## src/logic/pwpl_pkg.sv

```systemverilog
`default_nettype none

package pwpl_pkg;

    // ***********************************************************
    // register byte addresses
    // ***********************************************************
    localparam logic [31:0] PWPL_ADDR_WAKE_EN_LO  = 32'h400e0714;
    localparam logic [31:0] PWPL_ADDR_WAKE_DIS_LO = 32'h400e0718;
    localparam logic [31:0] PWPL_ADDR_WAKE_ST_LO  = 32'h400e071c;
    localparam logic [31:0] PWPL_ADDR_ACT_LO      = 32'h400e0720;
    localparam logic [31:0] PWPL_ADDR_CEILING     = 32'h400e0730;
    localparam logic [31:0] PWPL_ADDR_WAKE_EN_HI  = 32'h400e0734;
    localparam logic [31:0] PWPL_ADDR_WAKE_DIS_HI = 32'h400e0738;
    localparam logic [31:0] PWPL_ADDR_WAKE_ST_HI  = 32'h400e073c;

    // ***********************************************************
    // widths, field layouts and reset values
    // ***********************************************************
    localparam int unsigned PWPL_DATA_W = 32;
    localparam int unsigned PWPL_PID_N  = 64;
    localparam int unsigned PWPL_MUL_W  = 11;

    localparam logic [PWPL_MUL_W-1:0]  PWPL_CEIL_RESET = 11'h7ff;
    localparam logic [PWPL_DATA_W-1:0] PWPL_ZERO_WORD  = 32'h0000_0000;
    localparam logic [PWPL_PID_N-1:0]  PWPL_IMPL_MASK  = 64'h1f3f_ffaf_ffff_ff80;
    localparam logic [PWPL_PID_N-1:0]  PWPL_WAKE_CAP   = 64'h0000_7200_0018_0180;

    // ***********************************************************
    // helpers
    // ***********************************************************
    function automatic logic [PWPL_PID_N-1:0] pwpl_place(
        input logic [PWPL_DATA_W-1:0] data,
        input logic                   high
    );
        return high ? {data, PWPL_ZERO_WORD} : {PWPL_ZERO_WORD, data};
    endfunction

    function automatic logic pwpl_is_clamped(
        input logic [PWPL_MUL_W-1:0] mul,
        input logic [PWPL_MUL_W-1:0] ceil
    );
        return mul > ceil;
    endfunction

endpackage

`default_nettype wire

```

## src/logic/pwpl_top.sv

```systemverilog
// Functional notes
// - a one in a wake-enable bit turns partial wake-up on; zero does nothing
// - a one in a wake-disable bit turns partial wake-up off; zero does nothing
// - only serial and fast two-wire units hold wake-up state; others stay off
// - enable, disable and ceiling writes are ignored while write protect is set
// - wake status reads one while partial wake-up is enabled
// - status reads zero when disabled and clears itself on wake-up detection
// - activity bit of an id 0 to 31 reads one while the peripheral is busy; higher ids have none
// - activity bit reads zero while the peripheral is idle
// - activity bits of peripherals without wake-up always read zero
// - multiplier to the pll is saturated at the ceiling value
// - ceiling write dropped while the current multiplier is being clamped
// - ceiling write dropped when the new ceiling is below the multiplier
`timescale 1ns/100ps
`default_nettype none

module pwpl_top
    import pwpl_pkg::*;
(
    input  wire logic                   sys_clk_i,
    input  wire logic                   reset_i,
    input  wire logic [PWPL_DATA_W-1:0] reg_addr_i,
    input  wire logic [PWPL_DATA_W-1:0] reg_wdata_i,
    input  wire logic                   reg_wr_i,
    input  wire logic                   reg_rd_i,
    output logic      [PWPL_DATA_W-1:0] reg_rdata_o,
    input  wire logic                   write_protect_enable_i,
    input  wire logic [PWPL_PID_N-1:0]  periph_busy_i,
    input  wire logic [PWPL_PID_N-1:0]  wake_detect_i,
    input  wire logic [PWPL_MUL_W-1:0]  pll_multiplier_i,
    output logic      [PWPL_PID_N-1:0]  wake_enable_o,
    output logic      [PWPL_MUL_W-1:0]  pll_multiplier_o
);

    // ***********************************************************
    // write decode
    // ***********************************************************
    logic                  wr_ok;
    logic                  wr_en_lo;
    logic                  wr_en_hi;
    logic                  wr_dis_lo;
    logic                  wr_dis_hi;
    logic                  wr_ceil;
    logic [PWPL_PID_N-1:0] set_vec;
    logic [PWPL_PID_N-1:0] clr_vec;

    always_comb
    begin
        wr_ok     = reg_wr_i && !write_protect_enable_i;
        wr_en_lo  = wr_ok && (reg_addr_i == PWPL_ADDR_WAKE_EN_LO);
        wr_en_hi  = wr_ok && (reg_addr_i == PWPL_ADDR_WAKE_EN_HI);
        wr_dis_lo = wr_ok && (reg_addr_i == PWPL_ADDR_WAKE_DIS_LO);
        wr_dis_hi = wr_ok && (reg_addr_i == PWPL_ADDR_WAKE_DIS_HI);
        wr_ceil   = wr_ok && (reg_addr_i == PWPL_ADDR_CEILING);
        set_vec   = '0;
        clr_vec   = '0;
        if (wr_en_lo || wr_en_hi)
        begin
            set_vec = pwpl_place(reg_wdata_i, wr_en_hi);
        end
        if (wr_dis_lo || wr_dis_hi)
        begin
            clr_vec = pwpl_place(reg_wdata_i, wr_dis_hi);
        end
    end

    // ***********************************************************
    // wake-up enable state
    // ***********************************************************
    logic [PWPL_PID_N-1:0] wake_ff;
    logic [PWPL_PID_N-1:0] nxt_wake;

    always_comb
    begin
        // enable wins over a detection in the same cycle
        nxt_wake = ((wake_ff & ~clr_vec & ~wake_detect_i) | set_vec)
                 & PWPL_WAKE_CAP;
    end

    always_ff @(posedge sys_clk_i or posedge reset_i)
    begin
        if (reset_i)
        begin
            wake_ff <= '0;
        end
        else
        begin
            wake_ff <= nxt_wake;
        end
    end

    assign wake_enable_o = wake_ff;

    // ***********************************************************
    // activity status
    // ***********************************************************
    logic [PWPL_DATA_W-1:0] act_ff;
    logic [PWPL_DATA_W-1:0] nxt_act;

    always_comb
    begin
        nxt_act = periph_busy_i[PWPL_DATA_W-1:0] & PWPL_WAKE_CAP[PWPL_DATA_W-1:0];
    end

    always_ff @(posedge sys_clk_i or posedge reset_i)
    begin
        if (reset_i)
        begin
            act_ff <= '0;
        end
        else
        begin
            act_ff <= nxt_act;
        end
    end

    // ***********************************************************
    // pll multiplier ceiling
    // ***********************************************************
    logic [PWPL_MUL_W-1:0] ceiling;

    pwpl_ceiling u_ceiling
    (
        .sys_clk_i        (sys_clk_i),
        .reset_i          (reset_i),
        .ceil_wr_i        (wr_ceil),
        .ceil_wdata_i     (reg_wdata_i[PWPL_MUL_W-1:0]),
        .pll_multiplier_i (pll_multiplier_i),
        .ceiling_o        (ceiling),
        .pll_multiplier_o (pll_multiplier_o)
    );

    // ***********************************************************
    // read path
    // ***********************************************************
    logic [PWPL_DATA_W-1:0] rdata_ff;
    logic [PWPL_DATA_W-1:0] nxt_rdata;

    always_comb
    begin
        nxt_rdata = '0;
        if (reg_rd_i)
        begin
            unique case (reg_addr_i)
                PWPL_ADDR_WAKE_ST_LO:
                begin
                    nxt_rdata = wake_ff[PWPL_DATA_W-1:0];
                end
                PWPL_ADDR_WAKE_ST_HI:
                begin
                    nxt_rdata = wake_ff[PWPL_PID_N-1:PWPL_DATA_W];
                end
                PWPL_ADDR_ACT_LO:
                begin
                    nxt_rdata = act_ff;
                end
                PWPL_ADDR_CEILING:
                begin
                    nxt_rdata = {{(PWPL_DATA_W-PWPL_MUL_W){1'b0}}, ceiling};
                end
                default:
                begin
                    nxt_rdata = '0;
                end
            endcase
        end
    end

    always_ff @(posedge sys_clk_i or posedge reset_i)
    begin
        if (reset_i)
        begin
            rdata_ff <= '0;
        end
        else
        begin
            rdata_ff <= nxt_rdata;
        end
    end

    assign reg_rdata_o = rdata_ff;
endmodule

`default_nettype wire

```

## src/logic/pwpl_ceiling.sv

```systemverilog
`timescale 1ns/100ps
`default_nettype none

module pwpl_ceiling
    import pwpl_pkg::*;
(
    input  wire logic                  sys_clk_i,
    input  wire logic                  reset_i,
    input  wire logic                  ceil_wr_i,
    input  wire logic [PWPL_MUL_W-1:0] ceil_wdata_i,
    input  wire logic [PWPL_MUL_W-1:0] pll_multiplier_i,
    output logic      [PWPL_MUL_W-1:0] ceiling_o,
    output logic      [PWPL_MUL_W-1:0] pll_multiplier_o
);

    // ***********************************************************
    // ceiling register and clamp
    // ***********************************************************
    logic [PWPL_MUL_W-1:0] ceil_ff;
    logic [PWPL_MUL_W-1:0] nxt_ceil;
    logic [PWPL_MUL_W-1:0] mul_ff;
    logic [PWPL_MUL_W-1:0] nxt_mul;
    logic                  accept;

    always_comb
    begin
        accept = ceil_wr_i
               && !pwpl_is_clamped(pll_multiplier_i, ceil_ff)
               && (ceil_wdata_i >= pll_multiplier_i);
        nxt_ceil = accept ? ceil_wdata_i : ceil_ff;
        nxt_mul  = pwpl_is_clamped(pll_multiplier_i, ceil_ff) ? ceil_ff : pll_multiplier_i;
    end

    always_ff @(posedge sys_clk_i or posedge reset_i)
    begin
        if (reset_i)
        begin
            ceil_ff <= PWPL_CEIL_RESET;
            mul_ff  <= '0;
        end
        else
        begin
            ceil_ff <= nxt_ceil;
            mul_ff  <= nxt_mul;
        end
    end

    assign ceiling_o        = ceil_ff;
    assign pll_multiplier_o = mul_ff;
endmodule

`default_nettype wire

```

## config.mk

```make
export PLATFORM = sky130hd
export DESIGN_NAME = pwpl_top
export DESIGN_NICKNAME = d
export VERILOG_FILES = /design/src/logic/pwpl_pkg.sv /design/src/logic/pwpl_top.sv /design/src/logic/pwpl_ceiling.sv
export SDC_FILE = /design/constraint.sdc
export NUM_CORES = 1
export LEC_CHECK = 0
export BUFFER_PORTS_ARGS = -buffer_cell sky130_fd_sc_hd__buf_2
export CORE_AREA = 3 3 121 123
export CTS_CLUSTER_DIAMETER = 200
export CTS_CLUSTER_SIZE = 14
export DETAILED_ROUTE_END_ITERATION = 16
export DIE_AREA = 0 0 124 126
export GPL_TIMING_DRIVEN = 0
export PLACE_DENSITY_LB_ADDON = 0.12
export RECOVER_POWER = 100
export SKIP_CTS_REPAIR_TIMING = 1
export SLEW_MARGIN = 20
export SYNTH_ARGS = -nofsm -noshare
export SYNTH_HDL_FRONTEND = slang
export SYNTH_SLANG_ARGS = --single-unit
```

## constraint.sdc

```tcl
create_clock -name sys_clk_i -period 2.15 [get_ports sys_clk_i]
set_input_delay 0.1075 -clock sys_clk_i [delete_from_list [all_inputs] [get_ports sys_clk_i]]
set_output_delay 0.1075 -clock sys_clk_i [all_outputs]
set_load 0.01 [all_outputs]
```

Yosys cells after proc, flatten, opt, wreduce, memory -nomap -nowiden:

Index checks and enable logic that the tools add are counted.

* logic and storage cells: 39
* bits in registers: 66
* output and inout port bits: 107

* multiplexer cells: 7
* bitwise operators: 5
* order comparisons: 2
* eq/ne operators: 8
* reductions and logical operators: 12

Operators with widths (count)
* equality test 32 x 31 -> 1 bit, second input constant: 8
* two-way mux 47 bit: 4
* AND 47 bit: 2
* NOT 47 bit: 2
* case mux 21 bit (4 select lines): 1
* OR 47 bit: 1
* two-way mux 21 bit: 1
* greater-or-equal comparator 11 bit: 1
* greater-than comparator 11 bit: 1
* two-way mux 11 bit: 1
* logical AND 1 bit: 8
* logical NOT 1 bit: 2
* logical OR 1 bit: 2

Depth between registers and ports, before layout:

Gate-level depths: netlist of the first run.

* depth after elaboration: 9
* mapped depth: 9

Cells and area by module:

A second synthesis of the first run with hierarchy kept.

* cell total of the unflattened synthesis: 315
* area total of the unflattened synthesis: 3394.5 sq um

By module, submodules not included
* pwpl_top: sequential area each 700.7 sq um, area an instance 1934.4 sq um, instances 1, cells each 192
* pwpl_ceiling: sequential area each 564.3 sq um, area an instance 1460.2 sq um, instances 1, cells each 123

Least setup slack after synthesis of the first run:

OpenSTA, ideal clock, no wires.

* kind: register -> register
* start point: register u_ceiling.ceil_ff[2], in the netlist u_ceiling.ceiling_o[2]
* end point: register u_ceiling.ceil_ff[0], in the netlist u_ceiling.ceiling_o[0]
* stages on the path, launching flop included: 10
* data required time: 2068 ps
* setup slack: -195 ps
* data arrival time: 2262 ps
* path buffers: 1
* period minus slack after synthesis: 2345 ps
* path through: dfstp_2 inv_1 ha_1 a21oi_1 o21ai_0 and2_1 o31a_1 or3_4 buf_6 mux2_4

* longest elaborated chain between the ends: 4

RTL lines
* start, declared: line pwpl_ceiling.sv:19 `logic [PWPL_MUL_W-1:0] ceil_ff;`
* start signal, assigned: line pwpl_ceiling.sv:43 `ceil_ff <= nxt_ceil;`
* greater-than comparator 11 bit: line pwpl_pkg.sv:43 `return mul > ceil;`
* logical NOT 1 bit: line pwpl_ceiling.sv:28 `&& !pwpl_is_clamped(pll_multiplier_i, ceil_ff)`
* logical AND 1 bit: line pwpl_ceiling.sv:28
* logical AND 1 bit: line pwpl_ceiling.sv:29 `&& (ceil_wdata_i >= pll_multiplier_i);`

Every way passes these cells.
A chain may end at the register's enable or synchronous reset.

Worst setup path in the final report of the first run:

* start point: register u_ceiling.ceil_ff[9], in the netlist u_ceiling.ceiling_o[9]
* end point: register u_ceiling.ceil_ff[5], in the netlist u_ceiling.ceiling_o[5]

Same word-level chain as after synthesis.

==> results.yml, run 1 <==
floorplan:
  die-width_um: 124
  core_area_um2: 13800
  die_h_um: 126
  die_area_um2: 15600
  row_count: 43
  start_util_pct: 23.0
  pin_count: 315
timing:
  fin_crit_ns: 2.44
  setup_viol_count_final: 21
  hold_ws_ns: 0.0635
  report.final.slew_viol_count: 0
  hold_violations: 0
  post-route-period-util_pct: 114
  fmax_ghz: 0.409
  slew-limit-headroom_pct: 29.2
  final.setup.worst_slack_ns: -0.295
  rsz0062_at_grt: "true"
  tightestPinTransition_ns: 1.06
  fin_worst_skew_ns: 0.00699
worst_setup_path:
  cp.depth: 9
  cp.required_ns: 2.37
  cp.arrival_ns: 2.66
  r2r-start: "u_ceiling.ceiling_o[9]"
  crit_buf_inv: 2
  ff2ff_path_depth: 9
  critPathCaptureType: "register"
  r2r-end: "u_ceiling.ceiling_o[5]"
  worstSetupStartpointType: "register"
  crit_path_max_incr_delay_ns: 0.55
  crit_path_top_delay_cell: "dfstp_2"
  crit_type: "reg2reg"
  crit_family: "simple AND/OR/NAND/NOR gates"
  crit_end: "u_ceiling.ceiling_o[5]"
  r2r_setup_slack_ns: -0.29
  critPathLaunch: "u_ceiling.ceiling_o[9]"
  crit_path_max_fanout: 5
  crit_chain: "inv_2, ha_4, nand4_1, nor2_2, and2_4, o31a_1, or3_4, clkbuf_16, mux2_4"
route:
  drc: 0
  dr.first_iter.drc_count: 72
  vias_per_cell: 3.90
  vias: 2729
  wl_um: 9400
  postRouteAntennaNets: 0
  post_drt_wl_per_cell_um: 13.5
  first_pass_iters: 4
power:
  p_clk_share_pct: 37.3
  seq_power_share_pct: 43.9
  power.internal_mw: 1.62
  p_switching_uw: 572
  p_comb_share_pct: 18.8
  p_leak_nw: 2.31
  swShare_pct: 26.1
  irDropWorstVdd_v: 0.000275
  total_power_mw: 2.19
  p_per_area_nw_per_um2: 477
grt:
  grt_pass1_wl_um: 13900
  grt.overflow.total: 0
  grt_pass1_vias: 2709
  grt_usage_pct: 11.4
  grt_max_degree: 51
  antenna_found_initial: 2
yosys:
  synth_cells: 319
  synth-seq-cells: 50
  syn_area_per_cell_um2: 9.93
  yosysWarningCount: 0
  ys_seq_area_share_pct: 39.9
  synth_area_um2: 3170
  synth.distinct_cells: 39
final_layout:
  fill_cells: 1492
  final_area_um2: 4580
  fin_nets: 748
  drive_gt1_share_pct: 42.4
  diodes: 0
  syn_to_final_growth_pct: 44.5
placed_design:
  port_buffers: 109
  dp_hpwl_um: 7340
  placement.cell_area_um2: 4270
  gp_congestion: 0.741
clocking:
  clk_pin_slew_worst_paths_ns: 0.07
  cts_buffers: 5
  cts_root_buffer: "clkbuf_16"
  clock-sinks: 50
  cts_max_level: 2
  clockBufferDepth: 2
  cts_tree: "built"
  insertion_delay_ns: 0.29
min_path:
  worstHoldStart: "reg_wdata_i[10]"
  hp-class: "in2reg"
job:
  cap_violations: 0
outcome:
  violations: "setup timing"
  status: "finished with violations"
[kinds of logic after synthesis]
group / synth area share [%]
AOI/OAI and AO/OA: 10.6
adders and majority gates: 8.69
buffers and inverters: 22.2
DFF: 39.9
muxes: 5.73
other: 0.118
and+or+nand+nor: 12.8
[cell type report]
| cell class | instances | area [µm²] | area share (%) |
|---|---|---|---|
| multi-input combinational | 227 | 1610 | 35.1 |
| timing repair buffer | 121 | 622 | 13.6 |
| clock inverter | 2 | 12.5 | 0.273 |
| sequential | 50 | 1260 | 27.6 |
| clock buffer | 6 | 139 | 3.03 |
| inverter | 32 | 120 | 2.62 |
| tap | 180 | 225 | 4.92 |
| buffer | 81 | 591 | 12.9 |
[state kept, by name, summed over array words and instances (netlist names)]
register,cells
reg_rdata_o,16
u_ceiling.ceiling_o,11
u_ceiling.pll_multiplier_o,11
wake_enable_o,8
act_ff,4
[power groups by stage]
stage                     Combinational (mW)  Sequential [mW]  Clock [mW]
after global routing                   0.462            0.961       0.895
after CTS                              0.393            0.960       0.854
after detailed placement               0.392            0.977           0
after global placement                 0.389            0.976           0
after floorplan                        0.250            0.983           0
final                                  0.412            0.960       0.815
[worst reg2reg max path, cell delays in order, from the launching register on]
cell,delay [ns]
dfstp_2,0.55
inv_2,0.05
ha_4,0.21
nand4_1,0.15
nor2_2,0.06
and2_4,0.15
o31a_1,0.29
or3_4,0.43
clkbuf_16,0.19
mux2_4,0.29
[Yosys cell counts, drive strengths merged]
cell | n | share of area (%)
a211oi | 1 | 0.24
a21o | 2 | 0.47
a21oi | 12 | 1.9
a2bb2oi | 2 | 0.55
a311oi | 8 | 2.2
a31o | 8 | 2.2
and2 | 1 | 0.20
and3 | 1 | 0.20
and3b | 1 | 0.28
and4 | 1 | 0.28
and4b | 3 | 0.95
buf | 73 | 17
clkbuf | 8 | 0.95
conb | 1 | 0.12
dfrtp | 39 | 31
dfstp | 11 | 9.1
ha | 22 | 8.7
inv | 32 | 3.8
mux2 | 11 | 5.1
mux2i | 2 | 0.63
nand2 | 21 | 2.5
nand2b | 1 | 0.20
nand3 | 5 | 0.79
nand4 | 7 | 1.4
nand4b | 2 | 0.55
nor2 | 6 | 0.71
nor3 | 14 | 2.6
nor3b | 1 | 0.24
nor4 | 2 | 0.39
nor4b | 3 | 1.2
o211ai | 1 | 0.24
o21ai | 14 | 2.2
o22a | 1 | 0.28
o31a | 1 | 0.28
or3 | 1 | 0.36
[placed cells by master (no fill, tap or decap), types with 5 or more instances in the layout]
cell / Yosys / routed
nand3_1: 5 / 5
a311oi_1: 8 / 8
ha_4: 0 / 10
buf_4: 72 / 78
inv_1: 32 / 22
a31o_2: 8 / 8
dfstp_2: 11 / 11
buf_2: 0 / 74
mux2_4: 10 / 10
ha_1: 22 / 12
nand4_1: 7 / 7
nand2_1: 21 / 21
dlygate4sd3_1: 0 / 5
o21ai_0: 14 / 12
a21oi_1: 12 / 10
dfrtp_1: 39 / 39
clkbuf_1: 8 / 43
nor2_1: 6 / 5
inv_2: 0 / 10
clkbuf_16: 0 / 6
conb_1: 1 / 72
nor3_1: 13 / 13
[metal layers]
| layer | vias to the layer above | share of wire, % | global-route usage (%) |
|---|---|---|---|
| met3 | 10 | 8.9 | 3.41 |
| met2 | 118 | 46 | 18.1 |
| met1 | 1245 | 43 | 15.0 |
| met5 | - | 0.29 | 0 |
| met4 | 4 | 1.4 | 3.48 |
| li1 | 1352 | - | - |
[worst min path at each step]
| stage | to | slack, ns | depth (start not counted) |
|---|---|---|---|
| after floorplan | act_ff[19] | 0.14 | 0 |
| after global placement | act_ff[8] | 0.22 | 1 |
| after detailed placement | act_ff[20] | 0.22 | 1 |
| after CTS | act_ff[20] | -0.09 | 1 |
| after global routing | wake_enable_o[20] | 0.07 | 2 |
| final | u_ceiling.ceiling_o[10] | 0.06 | 2 |
[per-stage QoR]
stage	setup slack [ns]	util (%)	setup TNS [ns]	cells
final	-0.295	33.2	-4.05	699
after global routing	-0.359	33.2	-6.31	699
after CTS	-0.355	32.1	-5.49	687
after detailed placement	-0.339	31.0	-5.48	679
after global placement	-0.337	31.0	-5.34	679
after floorplan	-0.163	-	-1.63	390
No activity file was read; power rests on OpenSTA's default activity.
==> run 2: changes to the inputs <==
--- a/config.mk
+++ b/config.mk
@@ -12,8 +12,7 @@
 export DETAILED_ROUTE_END_ITERATION = 16
 export DIE_AREA = 0 0 124 126
 export GPL_TIMING_DRIVEN = 0
-export PLACE_DENSITY_LB_ADDON = 0.12
-export RECOVER_POWER = 100
+export PLACE_DENSITY = 0.57
 export SKIP_CTS_REPAIR_TIMING = 1
 export SLEW_MARGIN = 20
 export SYNTH_ARGS = -nofsm -noshare
==> run 2 against run 1 <==
Total power is 1.9% higher. Setup slack worse by 0.049 ns. Sequential share of layout area is 0.45 points lower. Die area stayed put. Clock skew is 0.0044 ns lower. The run still ends with setup timing left. Via count is 0.48% higher. Routed wire length is 3.4% lower. Final area is 1.7% higher. Highest routed layer unchanged. Critical endpoint is now u_ceiling.ceiling_o[3]. Register-to-register slack worse by 0.05 ns.
==> results.yml, run 2 (synthesis results as in run 1) <==
min_path:
  worstHoldEndpoint: "u_ceiling.ceiling_o[0]"
  worstHoldStart: "reg_wdata_i[0]"
  hold_path_depth: 2
  hp-class: "in2reg"
timing:
  report.final.slew_viol_count: 0
  fin_crit_ns: 2.49
  rsz0062_at_grt: "true"
  slew-limit-headroom_pct: 65.4
  hold_violations: 0
  final.setup.worst_slack_ns: -0.343
  setup_viol_count_final: 21
  fmax_ghz: 0.401
  fin_worst_skew_ns: 0.00262
  post-route-period-util_pct: 116
  tightestPinTransition_ns: 0.519
grt:
  grt_usage_pct: 11.1
  grt_pass1_vias: 2747
  antenna_found_initial: 2
  grt_pass1_wl_um: 13500
  grt_max_degree: 36
  grt.overflow.total: 0
outcome:
  status: "finished with violations"
  violations: "setup timing"
route:
  wl_um: 9090
  postRouteAntennaNets: 0
  drc: 0
  vias_per_cell: 3.91
  vias: 2742
  post_drt_wl_per_cell_um: 13.0
  dr.first_iter.drc_count: 98
  first_pass_iters: 4
placed_design:
  placement.cell_area_um2: 4280
  port_buffers: 109
  dp_hpwl_um: 7400
  gp_congestion: 0.824
final_layout:
  fill_cells: 1412
  multiInputGateArea_um2: 1600
  drive_gt1_share_pct: 48.1
  layout_common_cells: "buf_2 (109), buf_4 (79), conb_1 (72), dfrtp_1 (39), inv_1 (26)"
  syn_to_final_growth_pct: 47.0
  fin_nets: 749
  layout_commonest_cell: "buf_2"
  largest_reg_flops: 16
  layout.area.seq_um2: 1260
  final_area_um2: 4660
floorplan:
  die-width_um: 124
  row_count: 43
  start_util_pct: 23.0
  die_h_um: 126
  die_area_um2: 15600
  pin_count: 315
  core_area_um2: 13800
worst_setup_path:
  crit_type: "reg2reg"
  r2r-start: "u_ceiling.ceiling_o[9]"
  worstSetupStartpointType: "register"
  crit_path_max_fanout: 5
  cp.arrival_ns: 2.71
  crit_path_max_incr_delay_ns: 0.56
  ff2ff_path_depth: 9
  critPathCaptureType: "register"
  crit_path_top_delay_cell: "dfstp_2"
  r2r-end: "u_ceiling.ceiling_o[3]"
  r2r_setup_slack_ns: -0.34
  crit_chain: "inv_2, ha_4, nand4_1, nor2_1, and2_1, o31a_1, or3_4, clkbuf_16, mux2_4"
  cp.required_ns: 2.36
  critPathLaunch: "u_ceiling.ceiling_o[9]"
clocking:
  clock-sinks: 50
  insertion_delay_ns: 0.29
  clk_pin_slew_worst_paths_ns: 0.06
  cts_tree: "built"
  clockBufferDepth: 2
  cts_max_level: 2
  cts_root_buffer: "clkbuf_16"
  cts_buffers: 5
power:
  irDropWorstVdd_v: 0.000245
  p_per_area_nw_per_um2: 478
  total_power_mw: 2.23
  p_leak_nw: 2.48
job:
  cap_violations: 0
run 2: cell count changes in the layout (fill, tap and decap cells not counted), sizes merged:
cell,previous run,this run
buf,153,190
clkbuf,50,16
clkinv,1,0
clkinvlp,1,0
diode,0,1
run 2: critical path: cells and delay by family, from the launching register on:
kind	cells	cell delay, ns
simple gates	4	0.79
flops	1	0.56
compound gates	1	0.33
mux	1	0.29
buf+inv	2	0.24
fa+ha+maj	1	0.21
run 2: worst max path at each step:
stage | end | slack [ns] | cells after the start
6_report | u_ceiling.ceiling_o[3] | -0.34 | 9
5_1_grt | u_ceiling.ceiling_o[0] | -0.41 | 9
4_1_cts | u_ceiling.ceiling_o[6] | -0.33 | 9
3_5_place_dp | u_ceiling.ceiling_o[6] | -0.31 | 9
3_3_place_gp | u_ceiling.ceiling_o[0] | -0.30 | 9
2_1_floorplan | u_ceiling.ceiling_o[0] | -0.16 | 9
run 2: report_power, final:
part           switching [mW]  total [mW]  internal (mW)
Combinational           0.213       0.417          0.204
Clock                   0.323       0.850          0.526
Sequential            0.00374       0.960          0.957
run 2: layout make-up:
class,instances,share of cell area (%)
Multi-Input combinational cell,227,34.3
Sequential cell,50,27.2
Timing Repair Buffer,123,14.9
Buffer,80,12.6
Tap cell,180,4.84
Clock buffer,8,3.57
Inverter,32,2.58
Antenna cell,1,0.0537
run 2: through the flow:
stage	setup TNS (ns)	instances	util [%]	hold slack, ns	worst slack [ns]
after floorplan	-1.63	390	-	0.139	-0.163
after global placement	-3.95	679	31.0	0.219	-0.300
after detailed placement	-4.31	680	31.1	0.103	-0.309
after CTS	-4.31	688	32.3	-0.207	-0.326
after global routing	-6.81	700	33.8	0.0649	-0.413
final	-4.14	701	33.8	0.0662	-0.343
run 2: layer usage:
metal	global-route usage (%)	wire, µm	part of all wire (%)	up-vias
met5	0	21	0.23	-
met4	3.41	139	1.5	4
met3	4.13	899	9.9	14
met2	19.2	4430	49	114
met1	12.5	3600	40	1255
li1	-	-	-	1355
